--- src/pkg/pcm_tone_map.svh ---
`ifndef PCM_TONE_MAP_SVH
`define PCM_TONE_MAP_SVH

// ****************************************
// register offsets
// ****************************************
`define ADDR_FILTER_GAIN   5'h0a
`define ADDR_SIDETONE_GAIN 5'h0b
`define ADDR_FILTER_OPT    5'h0e
`define ADDR_CODING_LAW    5'h0f
`define ADDR_TX_PATH       5'h12
`define ADDR_RX_PATH       5'h13
`define ADDR_TONE_EN       5'h18
`define ADDR_DIG_GAIN      5'h19
`define ADDR_LOW_TONE_COEFFICIENT     5'h1a
`define ADDR_HIGH_TONE_COEFFICIENT    5'h1b

// ****************************************
// field positions and reset values
// ****************************************
`define BIT_ALAW       0
`define BIT_SIGNMAG    1
`define BIT_TX_HPF     0
`define BIT_DIAL       1
`define BIT_TX_VOICE   0
`define BIT_TX_TONE    1
`define BIT_RX_VOICE   0
`define BIT_RX_TONE    1
`define BIT_SIDETONE   2
`define BIT_LO_EN      0
`define BIT_HI_EN      1
`define BIT_TONE_ST    2
`define RST_ST_GAIN    8'h03

// ****************************************
// coding and level constants
// ****************************************
`define XOR_MU         8'h7f
`define XOR_A          8'h55
`define MU_BIAS        16'h0084
`define LIN_CLIP       16'h7f7b
`define GAIN_ODD       32'sh0000_00b5
`define GAIN_EVEN      32'sh0000_0080
`define AMP_LO_MU      16'h08b0
`define AMP_HI_MU      16'h0af0
`define AMP_LO_A       16'h0458
`define AMP_HI_A       16'h0578
`define AMP_LO_ST      16'h008c
`define AMP_HI_ST      16'h00b1
`define CODE_PZ_SM     8'h80
`define CODE_PZ_MU     8'hff
`define CODE_PZ_A      8'hd5

`endif

--- src/pkg/pcm_tone_pkg.sv ---
package pcm_tone_pkg;

    typedef enum logic [1:0] {ST_IDLE, ST_LOW, ST_HIGH, ST_MIX} seq_e;

    typedef struct packed {
        logic [7:0]         filt_gain;
        logic [7:0]         st_gain;
        logic [7:0]         filt_opt;
        logic [7:0]         law;
        logic [7:0]         tx_path;
        logic [7:0]         rx_path;
        logic [7:0]         tone_en;
        logic [7:0]         dig_gain;
        logic [7:0]         lo_tone_coefficient;
        logic [7:0]         hi_tone_coefficient;
        logic [7:0]         rdata;
        logic               bclk_prev;
        logic               stb_prev;
        logic [7:0]         rx_shift;
        logic [7:0]         tx_shift;
        logic [7:0]         rx_code;
        logic [7:0]         tx_code;
        logic [3:0]         bit_cnt;
        logic signed [15:0] adc_lat;
        logic signed [8:0]  lo_sin;
        logic [9:0]         lo_phase;
        logic [9:0]         hi_phase;
        seq_e               seq;
        logic signed [15:0] buf0;
        logic signed [15:0] buf1;
        logic [1:0]         buf_cnt;
    } core_s;

    typedef struct packed {
        logic [7:0] data;
    } rom_s;

endpackage

--- src/pkg/tone_rom_if.sv ---
`timescale 1ns/10ps
interface tone_rom_if (
    input wire logic clk
);
    logic [5:0] addr;
    logic [7:0] data;
    modport core (input clk, output addr, input data);
    modport rom  (input clk, input addr, output data);
endinterface

--- src/rtl/tone_sine_rom.sv ---
`timescale 1ns/10ps
// quarter-wave sine, 64 points, registered read
module tone_sine_rom
    import pcm_tone_pkg::*;
(
    tone_rom_if.rom port
);
    localparam logic [7:0] TABLE [64] = '{
        8'h00, 8'h06, 8'h0d, 8'h13, 8'h19, 8'h1f, 8'h25, 8'h2c,
        8'h32, 8'h38, 8'h3e, 8'h44, 8'h4a, 8'h50, 8'h56, 8'h5c,
        8'h62, 8'h67, 8'h6d, 8'h73, 8'h78, 8'h7e, 8'h83, 8'h88,
        8'h8e, 8'h93, 8'h98, 8'h9d, 8'ha2, 8'ha7, 8'hab, 8'hb0,
        8'hb4, 8'hb9, 8'hbd, 8'hc1, 8'hc5, 8'hc9, 8'hcd, 8'hd0,
        8'hd4, 8'hd7, 8'hdb, 8'hde, 8'he1, 8'he4, 8'he7, 8'he9,
        8'hec, 8'hee, 8'hf0, 8'hf2, 8'hf4, 8'hf6, 8'hf7, 8'hf9,
        8'hfa, 8'hfb, 8'hfc, 8'hfd, 8'hfe, 8'hfe, 8'hff, 8'hff
    };

    rom_s q_reg;
    rom_s q_next;

    always_comb begin
        q_next      = q_reg;
        q_next.data = TABLE[port.addr];
    end

    always_ff @(posedge port.clk) begin
        q_reg <= q_next;
    end

    assign port.data = q_reg.data;
endmodule

--- src/rtl/pcm_gain_tone_generator.sv ---
`timescale 1ns/10ps
`include "pcm_tone_map.svh"

module pcm_gain_tone_generator
    import pcm_tone_pkg::*;
(
    input  wire logic        clk_sys_i,
    input  wire logic        srst_i,
    input  wire logic [4:0]  reg_addr_i,
    input  wire logic [7:0]  reg_wdata_i,
    input  wire logic        reg_wr_i,
    input  wire logic        reg_rd_i,
    output logic      [7:0]  reg_rdata_o,
    input  wire logic        bit_clock_i,
    input  wire logic        timeslot_strobe_i,
    input  wire logic        serial_pcm_rx_i,
    output logic             serial_pcm_tx_o,
    output logic             serial_pcm_tx_oe_o,
    input  wire logic [15:0] adc_sample_i,
    input  wire logic        adc_valid_i,
    output logic      [15:0] dac_sample_o,
    output logic             dac_valid_o,
    input  wire logic        dac_ready_i,
    output logic      [2:0]  tx_filter_gain_o,
    output logic      [2:0]  rx_filter_gain_o,
    output logic      [2:0]  sidetone_gain_o,
    output logic             tx_highpass_en_o,
    output logic             dial_filter_en_o,
    output logic             sidetone_en_o,
    output logic             converter_power_o
);

    // ****************************************
    // helpers
    // ****************************************
    function automatic logic signed [15:0] sat16(input logic signed [31:0] p);
        if (p > 32'sd32767)
            return 16'sh7fff;
        if (p < -32'sd32768)
            return 16'sh8000;
        return p[15:0];
    endfunction

    function automatic logic [7:0] line_code(input logic [7:0] c, input logic [7:0] law);
        if (law[`BIT_SIGNMAG])
            return c;
        return c ^ (law[`BIT_ALAW] ? `XOR_A : `XOR_MU);
    endfunction

    function automatic logic signed [15:0] expand(input logic [7:0] sm, input logic alaw);
        logic [15:0] t;
        logic [15:0] m;
        t = {8'h00, sm[3:0], 4'h0};
        if (alaw)
            m = (sm[6:4] == 3'h0) ? t + 16'h0008 : (t + 16'h0108) << (sm[6:4] - 3'h1);
        else
            m = (((t >> 1) + `MU_BIAS) << sm[6:4]) - `MU_BIAS;
        return sm[7] ? $signed(m) : -$signed(m);
    endfunction

    function automatic logic [7:0] compress(input logic signed [15:0] x, input logic alaw);
        logic [15:0] m;
        logic [15:0] s16;
        logic [2:0]  seg;
        logic [3:0]  sh;
        m = x[15] ? 16'(-x) : x;
        if (m > `LIN_CLIP)
            m = `LIN_CLIP;
        if (!alaw)
            m = m + `MU_BIAS;
        seg = 3'h0;
        for (int s = 1; s < 8; s++) begin
            if (m >= (16'h0100 << (s - 1)))
                seg = 3'(s);
        end
        sh = (alaw && seg == 3'h0) ? 4'h4 : {1'b0, seg} + 4'h3;
        s16 = m >> sh;
        return {~x[15], seg, s16[3:0]};
    endfunction

    // code 0..7 gives +3n dB, 8..15 gives -(16-n)*3 dB
    function automatic logic signed [15:0] apply_gain(input logic signed [15:0] x,
                                                      input logic [3:0] g);
        logic signed [31:0] p;
        logic [3:0]         sh;
        p  = 32'(x) * (g[0] ? `GAIN_ODD : `GAIN_EVEN);
        p  = p <<< 4;
        sh = 4'hb - {g[3], g[3:1]};
        p  = p >>> sh;
        return sat16(p);
    endfunction

    function automatic logic signed [8:0] signed_sine(input logic [7:0] d, input logic neg);
        return neg ? -$signed({1'b0, d}) : $signed({1'b0, d});
    endfunction

    function automatic logic signed [31:0] tone_val(input logic signed [8:0] s,
                                                    input logic [15:0] amp, input logic en);
        logic signed [31:0] p;
        p = 32'(s) * $signed({16'h0000, amp});
        return en ? (p >>> 8) : 32'sd0;
    endfunction

    // ****************************************
    // state and datapath
    // ****************************************
    core_s q_reg;
    core_s q_next;

    logic               bclk_fall;
    logic               stb_rise;
    logic               frame_done;
    logic               push;
    logic               pop;
    logic               alaw;
    logic [9:0]         rd_phase;
    logic signed [8:0]  hi_sin;
    logic signed [15:0] tone_tx;
    logic signed [15:0] tone_st;
    logic signed [15:0] rx_lin;
    logic signed [15:0] rx_mix;
    logic signed [15:0] rx_out;
    logic signed [15:0] tx_mix;
    logic [7:0]         tx_word;

    tone_rom_if rom (.clk(clk_sys_i));

    tone_sine_rom u_rom (
        .port(rom.rom)
    );

    assign bclk_fall  = q_reg.bclk_prev & ~bit_clock_i;
    assign stb_rise   = timeslot_strobe_i & ~q_reg.stb_prev;
    assign frame_done = bclk_fall & timeslot_strobe_i & (q_reg.bit_cnt == 4'h7);
    assign push       = (q_reg.seq == ST_MIX) && (q_reg.buf_cnt != 2'h2);
    assign pop        = dac_valid_o && dac_ready_i;
    assign alaw       = q_reg.law[`BIT_ALAW];

    // phase quadrant folds onto the quarter table
    assign rd_phase = (q_reg.seq == ST_LOW) ? q_reg.lo_phase : q_reg.hi_phase;
    assign rom.addr = rd_phase[8] ? ~rd_phase[7:2] : rd_phase[7:2];
    assign hi_sin   = signed_sine(rom.data, q_reg.hi_phase[9]);

    // network tone level with twist, 6 dB less under A-law
    assign tone_tx = sat16(tone_val(q_reg.lo_sin, alaw ? `AMP_LO_A : `AMP_LO_MU,
                                    q_reg.tone_en[`BIT_LO_EN])
                         + tone_val(hi_sin, alaw ? `AMP_HI_A : `AMP_HI_MU,
                                    q_reg.tone_en[`BIT_HI_EN]));
    assign tone_st = sat16(tone_val(q_reg.lo_sin, `AMP_LO_ST,
                                    q_reg.tone_en[`BIT_LO_EN])
                         + tone_val(hi_sin, `AMP_HI_ST, q_reg.tone_en[`BIT_HI_EN]));

    // receive: expand to linear, mix, then digital gain
    assign rx_lin = expand(line_code(q_reg.rx_code, q_reg.law), alaw);
    assign rx_mix = q_reg.tone_en[`BIT_TONE_ST] ? tone_st
                  : sat16(32'(q_reg.rx_path[`BIT_RX_VOICE] ? rx_lin : 16'sh0000)
                        + 32'(q_reg.rx_path[`BIT_RX_TONE] ? tone_tx : 16'sh0000));
    assign rx_out = apply_gain(rx_mix, q_reg.dig_gain[3:0]);

    // transmit: mix, digital gain, then compress and assign code
    assign tx_mix  = sat16(32'(q_reg.tx_path[`BIT_TX_VOICE] ? q_reg.adc_lat : 16'sh0000)
                         + 32'(q_reg.tx_path[`BIT_TX_TONE] ? tone_tx : 16'sh0000));
    assign tx_word = line_code(compress(apply_gain(tx_mix, q_reg.dig_gain[7:4]),
                                        alaw), q_reg.law);

    always_comb begin
        q_next           = q_reg;
        q_next.bclk_prev = bit_clock_i;
        q_next.stb_prev  = timeslot_strobe_i;

        // ****************************************
        // register port
        // ****************************************
        if (reg_wr_i) begin
            case (reg_addr_i)
                `ADDR_FILTER_GAIN:   q_next.filt_gain = reg_wdata_i;
                `ADDR_SIDETONE_GAIN: q_next.st_gain   = reg_wdata_i;
                `ADDR_FILTER_OPT:    q_next.filt_opt  = reg_wdata_i;
                `ADDR_CODING_LAW:    q_next.law       = reg_wdata_i;
                `ADDR_TX_PATH:       q_next.tx_path   = reg_wdata_i;
                `ADDR_RX_PATH:       q_next.rx_path   = reg_wdata_i;
                `ADDR_TONE_EN:       q_next.tone_en   = reg_wdata_i;
                `ADDR_DIG_GAIN:      q_next.dig_gain  = reg_wdata_i;
                `ADDR_LOW_TONE_COEFFICIENT:     q_next.lo_tone_coefficient  = reg_wdata_i;
                `ADDR_HIGH_TONE_COEFFICIENT:    q_next.hi_tone_coefficient  = reg_wdata_i;
                default: ;
            endcase
        end
        if (reg_rd_i) begin
            case (reg_addr_i)
                `ADDR_FILTER_GAIN:   q_next.rdata = q_reg.filt_gain;
                `ADDR_SIDETONE_GAIN: q_next.rdata = q_reg.st_gain;
                `ADDR_FILTER_OPT:    q_next.rdata = q_reg.filt_opt;
                `ADDR_CODING_LAW:    q_next.rdata = q_reg.law;
                `ADDR_TX_PATH:       q_next.rdata = q_reg.tx_path;
                `ADDR_RX_PATH:       q_next.rdata = q_reg.rx_path;
                `ADDR_TONE_EN:       q_next.rdata = q_reg.tone_en;
                `ADDR_DIG_GAIN:      q_next.rdata = q_reg.dig_gain;
                `ADDR_LOW_TONE_COEFFICIENT:     q_next.rdata = q_reg.lo_tone_coefficient;
                `ADDR_HIGH_TONE_COEFFICIENT:    q_next.rdata = q_reg.hi_tone_coefficient;
                default:             q_next.rdata = 8'h00;
            endcase
        end

        // ****************************************
        // serial port, msb first
        // ****************************************
        if (!timeslot_strobe_i)
            q_next.bit_cnt = 4'h0;
        if (stb_rise) begin
            q_next.tx_shift = q_reg.tx_code;
        end else if (bclk_fall && timeslot_strobe_i && q_reg.bit_cnt != 4'h8) begin
            q_next.rx_shift = {q_reg.rx_shift[6:0], serial_pcm_rx_i};
            q_next.tx_shift = {q_reg.tx_shift[6:0], 1'b0};
            q_next.bit_cnt  = q_reg.bit_cnt + 4'h1;
        end
        if (frame_done)
            q_next.rx_code = {q_reg.rx_shift[6:0], serial_pcm_rx_i};
        if (adc_valid_i)
            q_next.adc_lat = $signed(adc_sample_i);

        // ****************************************
        // per-sample sequence
        // ****************************************
        case (q_reg.seq)
            ST_IDLE: begin
                if (frame_done)
                    q_next.seq = ST_LOW;
            end
            ST_LOW: begin
                q_next.seq = ST_HIGH;
            end
            ST_HIGH: begin
                q_next.lo_sin = signed_sine(rom.data, q_reg.lo_phase[9]);
                q_next.seq    = ST_MIX;
            end
            ST_MIX: begin
                // waits here while the buffer is full
                if (push) begin
                    q_next.tx_code  = tx_word;
                    q_next.lo_phase = q_reg.tone_en[`BIT_LO_EN]
                                    ? q_reg.lo_phase + {2'b00, q_reg.lo_tone_coefficient}
                                    : 10'h000;
                    q_next.hi_phase = q_reg.tone_en[`BIT_HI_EN]
                                    ? q_reg.hi_phase + {2'b00, q_reg.hi_tone_coefficient}
                                    : 10'h000;
                    q_next.seq      = ST_IDLE;
                end
            end
            default: q_next.seq = ST_IDLE;
        endcase

        // ****************************************
        // two-entry receive buffer
        // ****************************************
        case ({push, pop})
            2'b10: begin
                if (q_reg.buf_cnt == 2'h0)
                    q_next.buf0 = rx_out;
                else
                    q_next.buf1 = rx_out;
                q_next.buf_cnt = q_reg.buf_cnt + 2'h1;
            end
            2'b01: begin
                q_next.buf0    = q_reg.buf1;
                q_next.buf_cnt = q_reg.buf_cnt - 2'h1;
            end
            2'b11: begin
                q_next.buf0 = rx_out;
            end
            default: ;
        endcase

        if (srst_i) begin
            q_next         = '0;
            q_next.st_gain = `RST_ST_GAIN;
            q_next.seq     = ST_IDLE;
        end
    end

    always_ff @(posedge clk_sys_i) begin
        q_reg <= q_next;
    end

    // ****************************************
    // outputs
    // ****************************************
    assign reg_rdata_o        = q_reg.rdata;
    assign serial_pcm_tx_o    = q_reg.tx_shift[7];
    assign serial_pcm_tx_oe_o = timeslot_strobe_i & q_reg.stb_prev;
    assign dac_sample_o       = q_reg.buf0;
    assign dac_valid_o        = q_reg.buf_cnt != 2'h0;
    assign tx_filter_gain_o   = q_reg.filt_gain[2:0];
    assign rx_filter_gain_o   = q_reg.filt_gain[6:4];
    assign sidetone_gain_o    = q_reg.st_gain[2:0];
    assign tx_highpass_en_o   = q_reg.filt_opt[`BIT_TX_HPF];
    assign dial_filter_en_o   = q_reg.filt_opt[`BIT_DIAL];
    assign sidetone_en_o      = q_reg.rx_path[`BIT_SIDETONE];
    assign converter_power_o  = q_reg.tx_path[`BIT_TX_VOICE]
                              | q_reg.rx_path[`BIT_RX_VOICE];
endmodule

--- config.mk ---
export PLATFORM = sky130hd
export DESIGN_NAME = pcm_gain_tone_generator
export DESIGN_NICKNAME = d
export VERILOG_FILES = /design/src/pkg/pcm_tone_pkg.sv /design/src/pkg/tone_rom_if.sv /design/src/rtl/tone_sine_rom.sv /design/src/rtl/pcm_gain_tone_generator.sv
export VERILOG_INCLUDE_DIRS = /design/src /design/src/pkg
export SDC_FILE = /design/constraint.sdc
export NUM_CORES = 2
export LEC_CHECK = 0
export BUFFER_PORTS_ARGS = -buffer_cell sky130_fd_sc_hd__clkbuf_2
export CORE_UTILIZATION = 59
export CTS_CLUSTER_SIZE = 30
export DETAILED_ROUTE_END_ITERATION = 12
export GPL_TIMING_DRIVEN = 0
export PLACE_DENSITY = 0.79
export SLEW_MARGIN = 20
export SYNTH_ARGS = -nofsm -noshare
export SYNTH_HDL_FRONTEND = slang
export SYNTH_HIERARCHICAL = 1
export SYNTH_SLANG_ARGS = --single-unit
--- constraint.sdc ---
create_clock -name clk_sys_i -period 22.2 [get_ports clk_sys_i]
set_input_delay 1.11 -clock clk_sys_i [delete_from_list [all_inputs] [get_ports clk_sys_i]]
set_output_delay 1.11 -clock clk_sys_i [all_outputs]
set_load 0.02 [all_outputs]
**Word-level counts from Yosys, hierarchy flattened**

Memory sizes are Yosys's and may differ from the RTL's. A register that Yosys moved wholly into a read port is not among the register bits.
Index checks and enable logic that the tools add are counted.

- Logic and storage cells: 237
- Memory bits (read-only): 512
- Input bits: 38
- Flip-flop bits (word level): 206
- Memories kept: 1
- Output and inout bits: 40

Memory list:

| name | words | bits a word | rd ports | clocked after memory_dff | write ports | line | RTL |
|---|---|---|---|---|---|---|---|
| (name not given) | 64 | 8 | 1 | 1 | 0 | tone_sine_rom.sv:24 | `q_next.data = TABLE[port.addr];` |

- Multiplexer cells: 93
- Order comparisons: 20
- Eq/ne operators: 22
- $add $sub $neg: 21
- Bitwise operators: 15
- Shift-type cells: 5
- Reductions and logical operators: 28
- $mul: 6

Operators by type and width:

| kind | number |
|---|---|
| 2-to-1 mux 16 bit | 32 |
| 2-to-1 mux 32 bit | 8 |
| greater-than comparator 32 x 16 -> 1 bit, second input constant | 6 |
| < comparator 32 x 16 -> 1 bit, second input constant | 6 |
| adder 32 bit | 4 |
| one-hot mux 8 bit (10 select lines) | 1 |
| >>> shifter 29 x 4 -> 32 bit | 2 |
| multiplier 16 x 9 -> 25 bit | 2 |
| 2-to-1 mux 8 bit | 6 |
| one-hot mux 16 bit (3 select lines) | 1 |
| multiplier 9 x 13 -> 22 bit | 2 |
| negator 16 bit | 2 |
| equality test 5 bit, second input constant | 6 |
| AND reduction 2 bit | 15 |
| 2-to-1 mux 9 bit | 3 |
| 2-to-1 mux 12 bit | 2 |
| 2-to-1 mux 6 bit | 4 |
| adder 10 x 8 -> 10 bit | 2 |
| equality test 5 x 4 -> 1 bit, second input constant | 4 |
| 2-to-1 mux 1 bit | 20 |
| 2-to-1 mux 10 bit | 2 |
| multiplier 9 x 9 -> 18 bit, second input constant | 1 |
| 2-to-1 mux 3 bit | 6 |
| adder 16 x 8 -> 16 bit, second input constant | 1 |
| 44 further kinds | 72 |

**Logic depth before layout (Yosys ltp)**

- Word-level depth: 44
- Mapped depth: 110
- Gate-level depth less buffers: 105

**By module**

The synthesis kept the hierarchy.

By module, submodules not included:

| module | cells an instance | times used | area each (µm²) | sequential area each (µm²) |
|---|---|---|---|---|
| pcm_gain_tone_generator | 3786 | 1 | 30111.4 | 4124.0 |
| tone_sine_rom | 113 | 1 | 868.3 | 160.2 |

**Worst setup path after synthesis**

No wires, ideal clock.

- Path kind: register -> register
- Start: reg q_reg (netlist bit alaw)
- End: reg q_reg[85] in the netlist's numbering
- Setup time: 88 ps
- Clock period less this slack: 22201 ps
- Setup slack: -1 ps
- Data required time: 22112 ps
- Arrival: 22113 ps
- Buffers on the path: 8
- Cell stages (with the launch flop): 104
- Path through: dfxtp_1 -> clkbuf_1 -> clkbuf_1 -> buf_1 -> clkbuf_1 -> clkbuf_1 -> nor2_1 -> fa_1 -> fa_1 -> ha_1 -> fa_1 -> inv_1 -> fa_1 -> inv_1 -> ha_1 -> inv_1 -> fa_1 -> nor2b_1 -> (+68 left out) -> nand2_1 -> or3_1 -> o22ai_1 -> a211oi_1 -> o21a_1 -> o21ai_0 -> a21oi_1 -> nor2_1 -> ha_1 -> ha_1 -> nand2_1 -> a41o_1 -> a21boi_4 -> nand2_4 -> and3_1 -> or4_1 -> a311o_1 -> a311oi_2

- Longest elaborated chain between the ends: 43
- Elaborated cells on any way between the ends: 63
- Those cells by class: 5 x add/sub; 3 x mul; 14 x order compare; 2 x shift; 36 x mux; 1 x bitwise; 2 x reduce/logical

Ends and longest elaborated chain:

| element | line | RTL |
|---|---|---|
| start, declared | pcm_gain_tone_generator.sv:107 | `core_s q_reg;` |
| start signal, assigned | pcm_gain_tone_generator.sv:282 | `q_reg <= q_next;` |
| parallel branches: the longest is 40 deep, another holds adder 32 bit | - |  |
| right shift 16 x 4 -> 4 bit (*) | pcm_gain_tone_generator.sv:77 | `s16 = m >> sh;` |
| XOR 8 x 7 -> 8 bit or 2-to-1 mux 8 bit (tied branches) | pcm_gain_tone_generator.sv:47, pcm_gain_tone_generator.sv:45 |  |
| 2-to-1 mux 8 bit (*) | pcm_gain_tone_generator.sv:47 | `` return c ^ (law[`BIT_ALAW] ? `XOR_A : `XOR_MU); `` |

Mark *: on every way between the ends. The select of a mux whose other input is x is not followed.
A chain may end at the register's enable or synchronous reset.

**Worst setup path after layout**

- Start: reg u_rom/port.data[0] (netlist name)
- End: reg q_reg[85] in the netlist's numbering

- Longest elaborated chain between the ends: 44
- Elaborated cells on any way between the ends: 61
- Those cells by class: 6 x add/sub; 2 x mul; 14 x order compare; 2 x shift; 34 x mux; 1 x bitwise; 2 x reduce/logical

Ends and longest elaborated chain:

| element | line | RTL |
|---|---|---|
| negator 8 -> 9 bit | pcm_gain_tone_generator.sv:94 | `return neg ? -$signed({1'b0, d}) : $signed({1'b0, d});` |
| 2-to-1 mux 9 bit (*) | pcm_gain_tone_generator.sv:94 |  |
| multiplier 9 x 13 -> 22 bit (*) | pcm_gain_tone_generator.sv:100 | `p = 32'(s) * $signed({16'h0000, amp});` |
| 2-to-1 mux 32 bit (*) | pcm_gain_tone_generator.sv:101 | `return en ? (p >>> 8) : 32'sd0;` |
| adder 32 bit (*) | pcm_gain_tone_generator.sv:145 | `` assign tone_tx = sat16(tone_val(q_reg.lo_sin, alaw ? `AMP_LO_A : `AMP_LO_MU, `` |
| < comparator 32 x 16 -> 1 bit | pcm_gain_tone_generator.sv:39 | `if (p < -32'sd32768)` |
| 2-to-1 mux 1 bit (2 in series) | pcm_gain_tone_generator.sv:39 |  |
| 2-to-1 mux 16 bit | pcm_gain_tone_generator.sv:41 | `return p[15:0];` |
| (+17 left out) | - |  |
| greater-than comparator 16 x 15 -> 1 bit (no line) | - |  |
| 2-to-1 mux 16 bit (*) | pcm_gain_tone_generator.sv:67 | `` if (m > `LIN_CLIP) `` |
| adder 16 x 8 -> 16 bit (no line) | - |  |
| 2-to-1 mux 16 bit (*) | pcm_gain_tone_generator.sv:69 | `if (!alaw)` |
| parallel branches: the longest is 11 deep, another holds greater-or-equal comparator 16 x 9 -> 1 bit | - |  |
| right shift 16 x 4 -> 4 bit (*) | pcm_gain_tone_generator.sv:77 |  |
| XOR 8 x 7 -> 8 bit or 2-to-1 mux 8 bit (tied branches) | pcm_gain_tone_generator.sv:47, pcm_gain_tone_generator.sv:45 |  |
| 2-to-1 mux 8 bit (*) | pcm_gain_tone_generator.sv:47 |  |

Marks and branches as above.

==> run metrics <==
clk_lat worst skew=~570 ps; count of cell types in the netlist=114; number of synthesized flops with an enable pin=0; worst setup path start=u_rom/port.data[0]; GPL Wtd Cong=0.970; outcome=finished, violations left; Via-to-Cell Ratio=approximately 6.2; Cell Count, Final, Fillers Out=approximately 4800; initial antenna violation count=2; first-pass GRT wire length=approximately 140000 um; number of port buffers=64; Primary FF master, synth=dfxtp_1; clock-pin slew on the worst setup and hold paths=60 ps; Setup WS pre-CTS=-4400 ps; CTS tree=built; crit path capture type=flop; Starting Density=0.600; switch share=0.291; pin count of the biggest net entering global routing=16; unrepaired setup endpoints after global routing=yes; Final nets=4724; share of layout cells above drive strength 1=0.140; total gr overflow=0; failing checks=setup timing; final hold violations=0; First-pass DRT Iterations=6; H-tree depth=1; Routed WL=92400 um; Post-Syn Instances=3899; Comb pwr share=0.166; Clock power frac=0.428; die area=roughly 53000 sq um; P_leak=approximately 17 nW; Yosys warnings=6; maximum vdd ir drop=0.0656 mV; Worst EP arrival=between 20000 and 25000 ps; initial drt markers=2970; cell area power density=27.3 nW/um^2; Antenna Nets Post-Route=0; CTS buffer count=24; clock skew=23.2 ps; sequential fraction of the synthesis area=0.138; # setup viols final=2; Hold Buf Count CTS=0; RR Startpoint=u_rom/port.data[0]; average size of a mapped cell=7.95 sq um; IO Pins=78; Min Hold Slack=between 400 and 500 ps; setup ws final=-70.6 ps; DP Wirelength=approximately 68000 um; Final Max Slew Viols=0; Post-Syn Area=just over 30000 sq um; Die X=231 um; Sink Count=214; Slew @ Worst Pin=1220 ps; crit path time final=roughly 22000 ps; routed len/inst=between 15 and 20 um; Slew HR=0.184; kind of critical path=flop to flop; Antenna diodes=0; critical path fanouts, max=7; cell family with most CP delay=compound AO/OA/AOI/OAI gates; final period utilization=1.00; core area=between 50000 and 60000 sq um; Setup crit start kind=flop; Std-Cell Rows=between 80 and 90; Area Growth Syn to Fin=14.5%; placed cells=roughly 4700; switching power=0.281 mW; CP required=approximately 23000 ps; Clock Root Buffer=clkbuf_16; Max Cap Violations=0; Seq cells post-synth=~210; max reg flops=168; Largest stage delay, worst path=around 570 ps; buffer levels on the longest clock path=3; async set-reset flop share out of synthesis=0; hold wc startpoint=q_reg[198]; Reg power frac=0.407; internal power=around 0.69 mW; Max Freq=between 0.04 and 0.05 GHz; die height=231 um; most used cell, CP=a21oi_2; gr usage total=0.320; Buf+Inv Stages, Crit Path=12; vias=a little under 30000; Hold WC Path Type=flop to flop; vias in the first global route=around 27000; Crit-path slowest cell=fa_1; DRC viols=0
-- final timing paths --
| path | endpoint | slack (ps) | depth (start not counted) |
|---|---|---|---|
| max | q_reg[85] | -70 | 99 |
| min | q_reg[198] | 460 | 2 |
| max reg2reg | q_reg[85] | -70 | 99 |
| min reg2reg | q_reg[198] | 460 | 2 |
-- cell type report --
| class | count | area, sq um |
|---|---|---|
| sequential | 214 | 4300 |
| multi-input combinational | 3088 | 25800 |
| timing repair buffer | 169 | 1140 |
| inverter | 384 | 1450 |
| buffer | 217 | 1130 |
| tap | 680 | 851 |
| clock inverter | 10 | 134 |
| fill | 4073 | 16100 |
| clock buffer | 33 | 674 |
-- kinds of logic (layout without fill, tap and decap cells) --
family / after synthesis / after routing / synth area share
other cells: 1 / 9 / 0.000121
compound gates: 977 / 977 / 0.212
simple gates: 1222 / 1222 / 0.195
mux: 84 / 84 / 0.0306
flops: 214 / 214 / 0.138
fa+ha+maj: 588 / 588 / 0.285
xor+xnor: 208 / 208 / 0.0590
buf+inv: 605 / 813 / 0.0797
-- through the flow --
stage               TNS [ps]   util  power, mW  area [sq um]
floorplan                  0      -      0.502         31000
global placement      -21380  0.624      0.537         32200
detailed placement    -25920  0.624      0.539         32200
CTS                        0  0.661      0.953         34100
global route           -2830  0.687       1.00         35500
finish                  -125  0.687      0.966         35500
-- power groups by stage --
stage                     registers (mW)  logic, mW  clock network, mW
after floorplan                    0.400      0.102                  0
after global placement             0.401      0.135                  0
after detailed placement           0.402      0.137                  0
after CTS                          0.393      0.145              0.415
after global routing               0.393      0.173              0.433
final                              0.393      0.160              0.413
-- cell usage after synthesis (17+ instances only) --
master    number  area share
o21ai_0      120       0.019
fa_1         195        0.13
nor2b_1       52       0.011
a211oi_1      56       0.014
or3_1         17      0.0034
clkbuf_1     149       0.018
a21o_1        81       0.020
o31ai_1       17      0.0041
o21bai_1      60       0.015
nor3_1        57      0.0092
o21a_1        23      0.0056
a22oi_1       57       0.014
xor2_1        84       0.024
o211ai_1      32      0.0078
nand2_1      347       0.042
nor2_1       264       0.032
a31oi_1       33      0.0067
dfxtp_1      214        0.14
buf_4         36      0.0087
nand4_1       27      0.0055
inv_1        375       0.045
nand2b_1      34      0.0069
xnor2_1      123       0.035
and2_1       145       0.029
ha_1         393        0.16
or2_2         23      0.0046
and3_1        37      0.0075
a21oi_1      308       0.050
a221oi_1      20      0.0057
mux2i_1       70       0.023
nand3_1      138       0.022
-- worst reg2reg max path, delay by kind of cell, from the launching register on --
kind                       cells  cell delay (ps)
AOI/OAI and AO/OA             48             9660
adders and majority gates     18             6590
and+or+nand+nor               18             3630
buffers and inverters         12             1280
xor gates and xnor gates       3              640
DFF                            1              360
-- cells in the final DEF, fill, tap and decap left out, drive strengths merged, types with 52 or more instances in the layout --
cell type,instances
fa,195
nor3,57
nand3,138
a211oi,59
o21bai,60
nor2,266
xnor2,124
xor2,84
a21o,81
ha,393
dfxtp,214
buf,180
and2,148
clkbuf,239
a21oi,312
a22oi,57
nor2b,52
mux2i,70
o21ai,134
inv,377
nand2,348
-- metal layers --
layer	vias to the layer above	routed length, um	track usage
met3	272	7290	0.0394
met5	-	11	0
li1	13943	-	-
met4	2	3890	0.106
met2	1421	41400	0.503
met1	14090	39700	0.454
-- repair_timing --
item,4_1_cts,5_1_grt
setup buffers,37,65
pin swaps,39,76
resized for setup,181,181
endpoints found under the setup margin,21,9
cloned,1,1
Power figures use the tool's default switching activity.
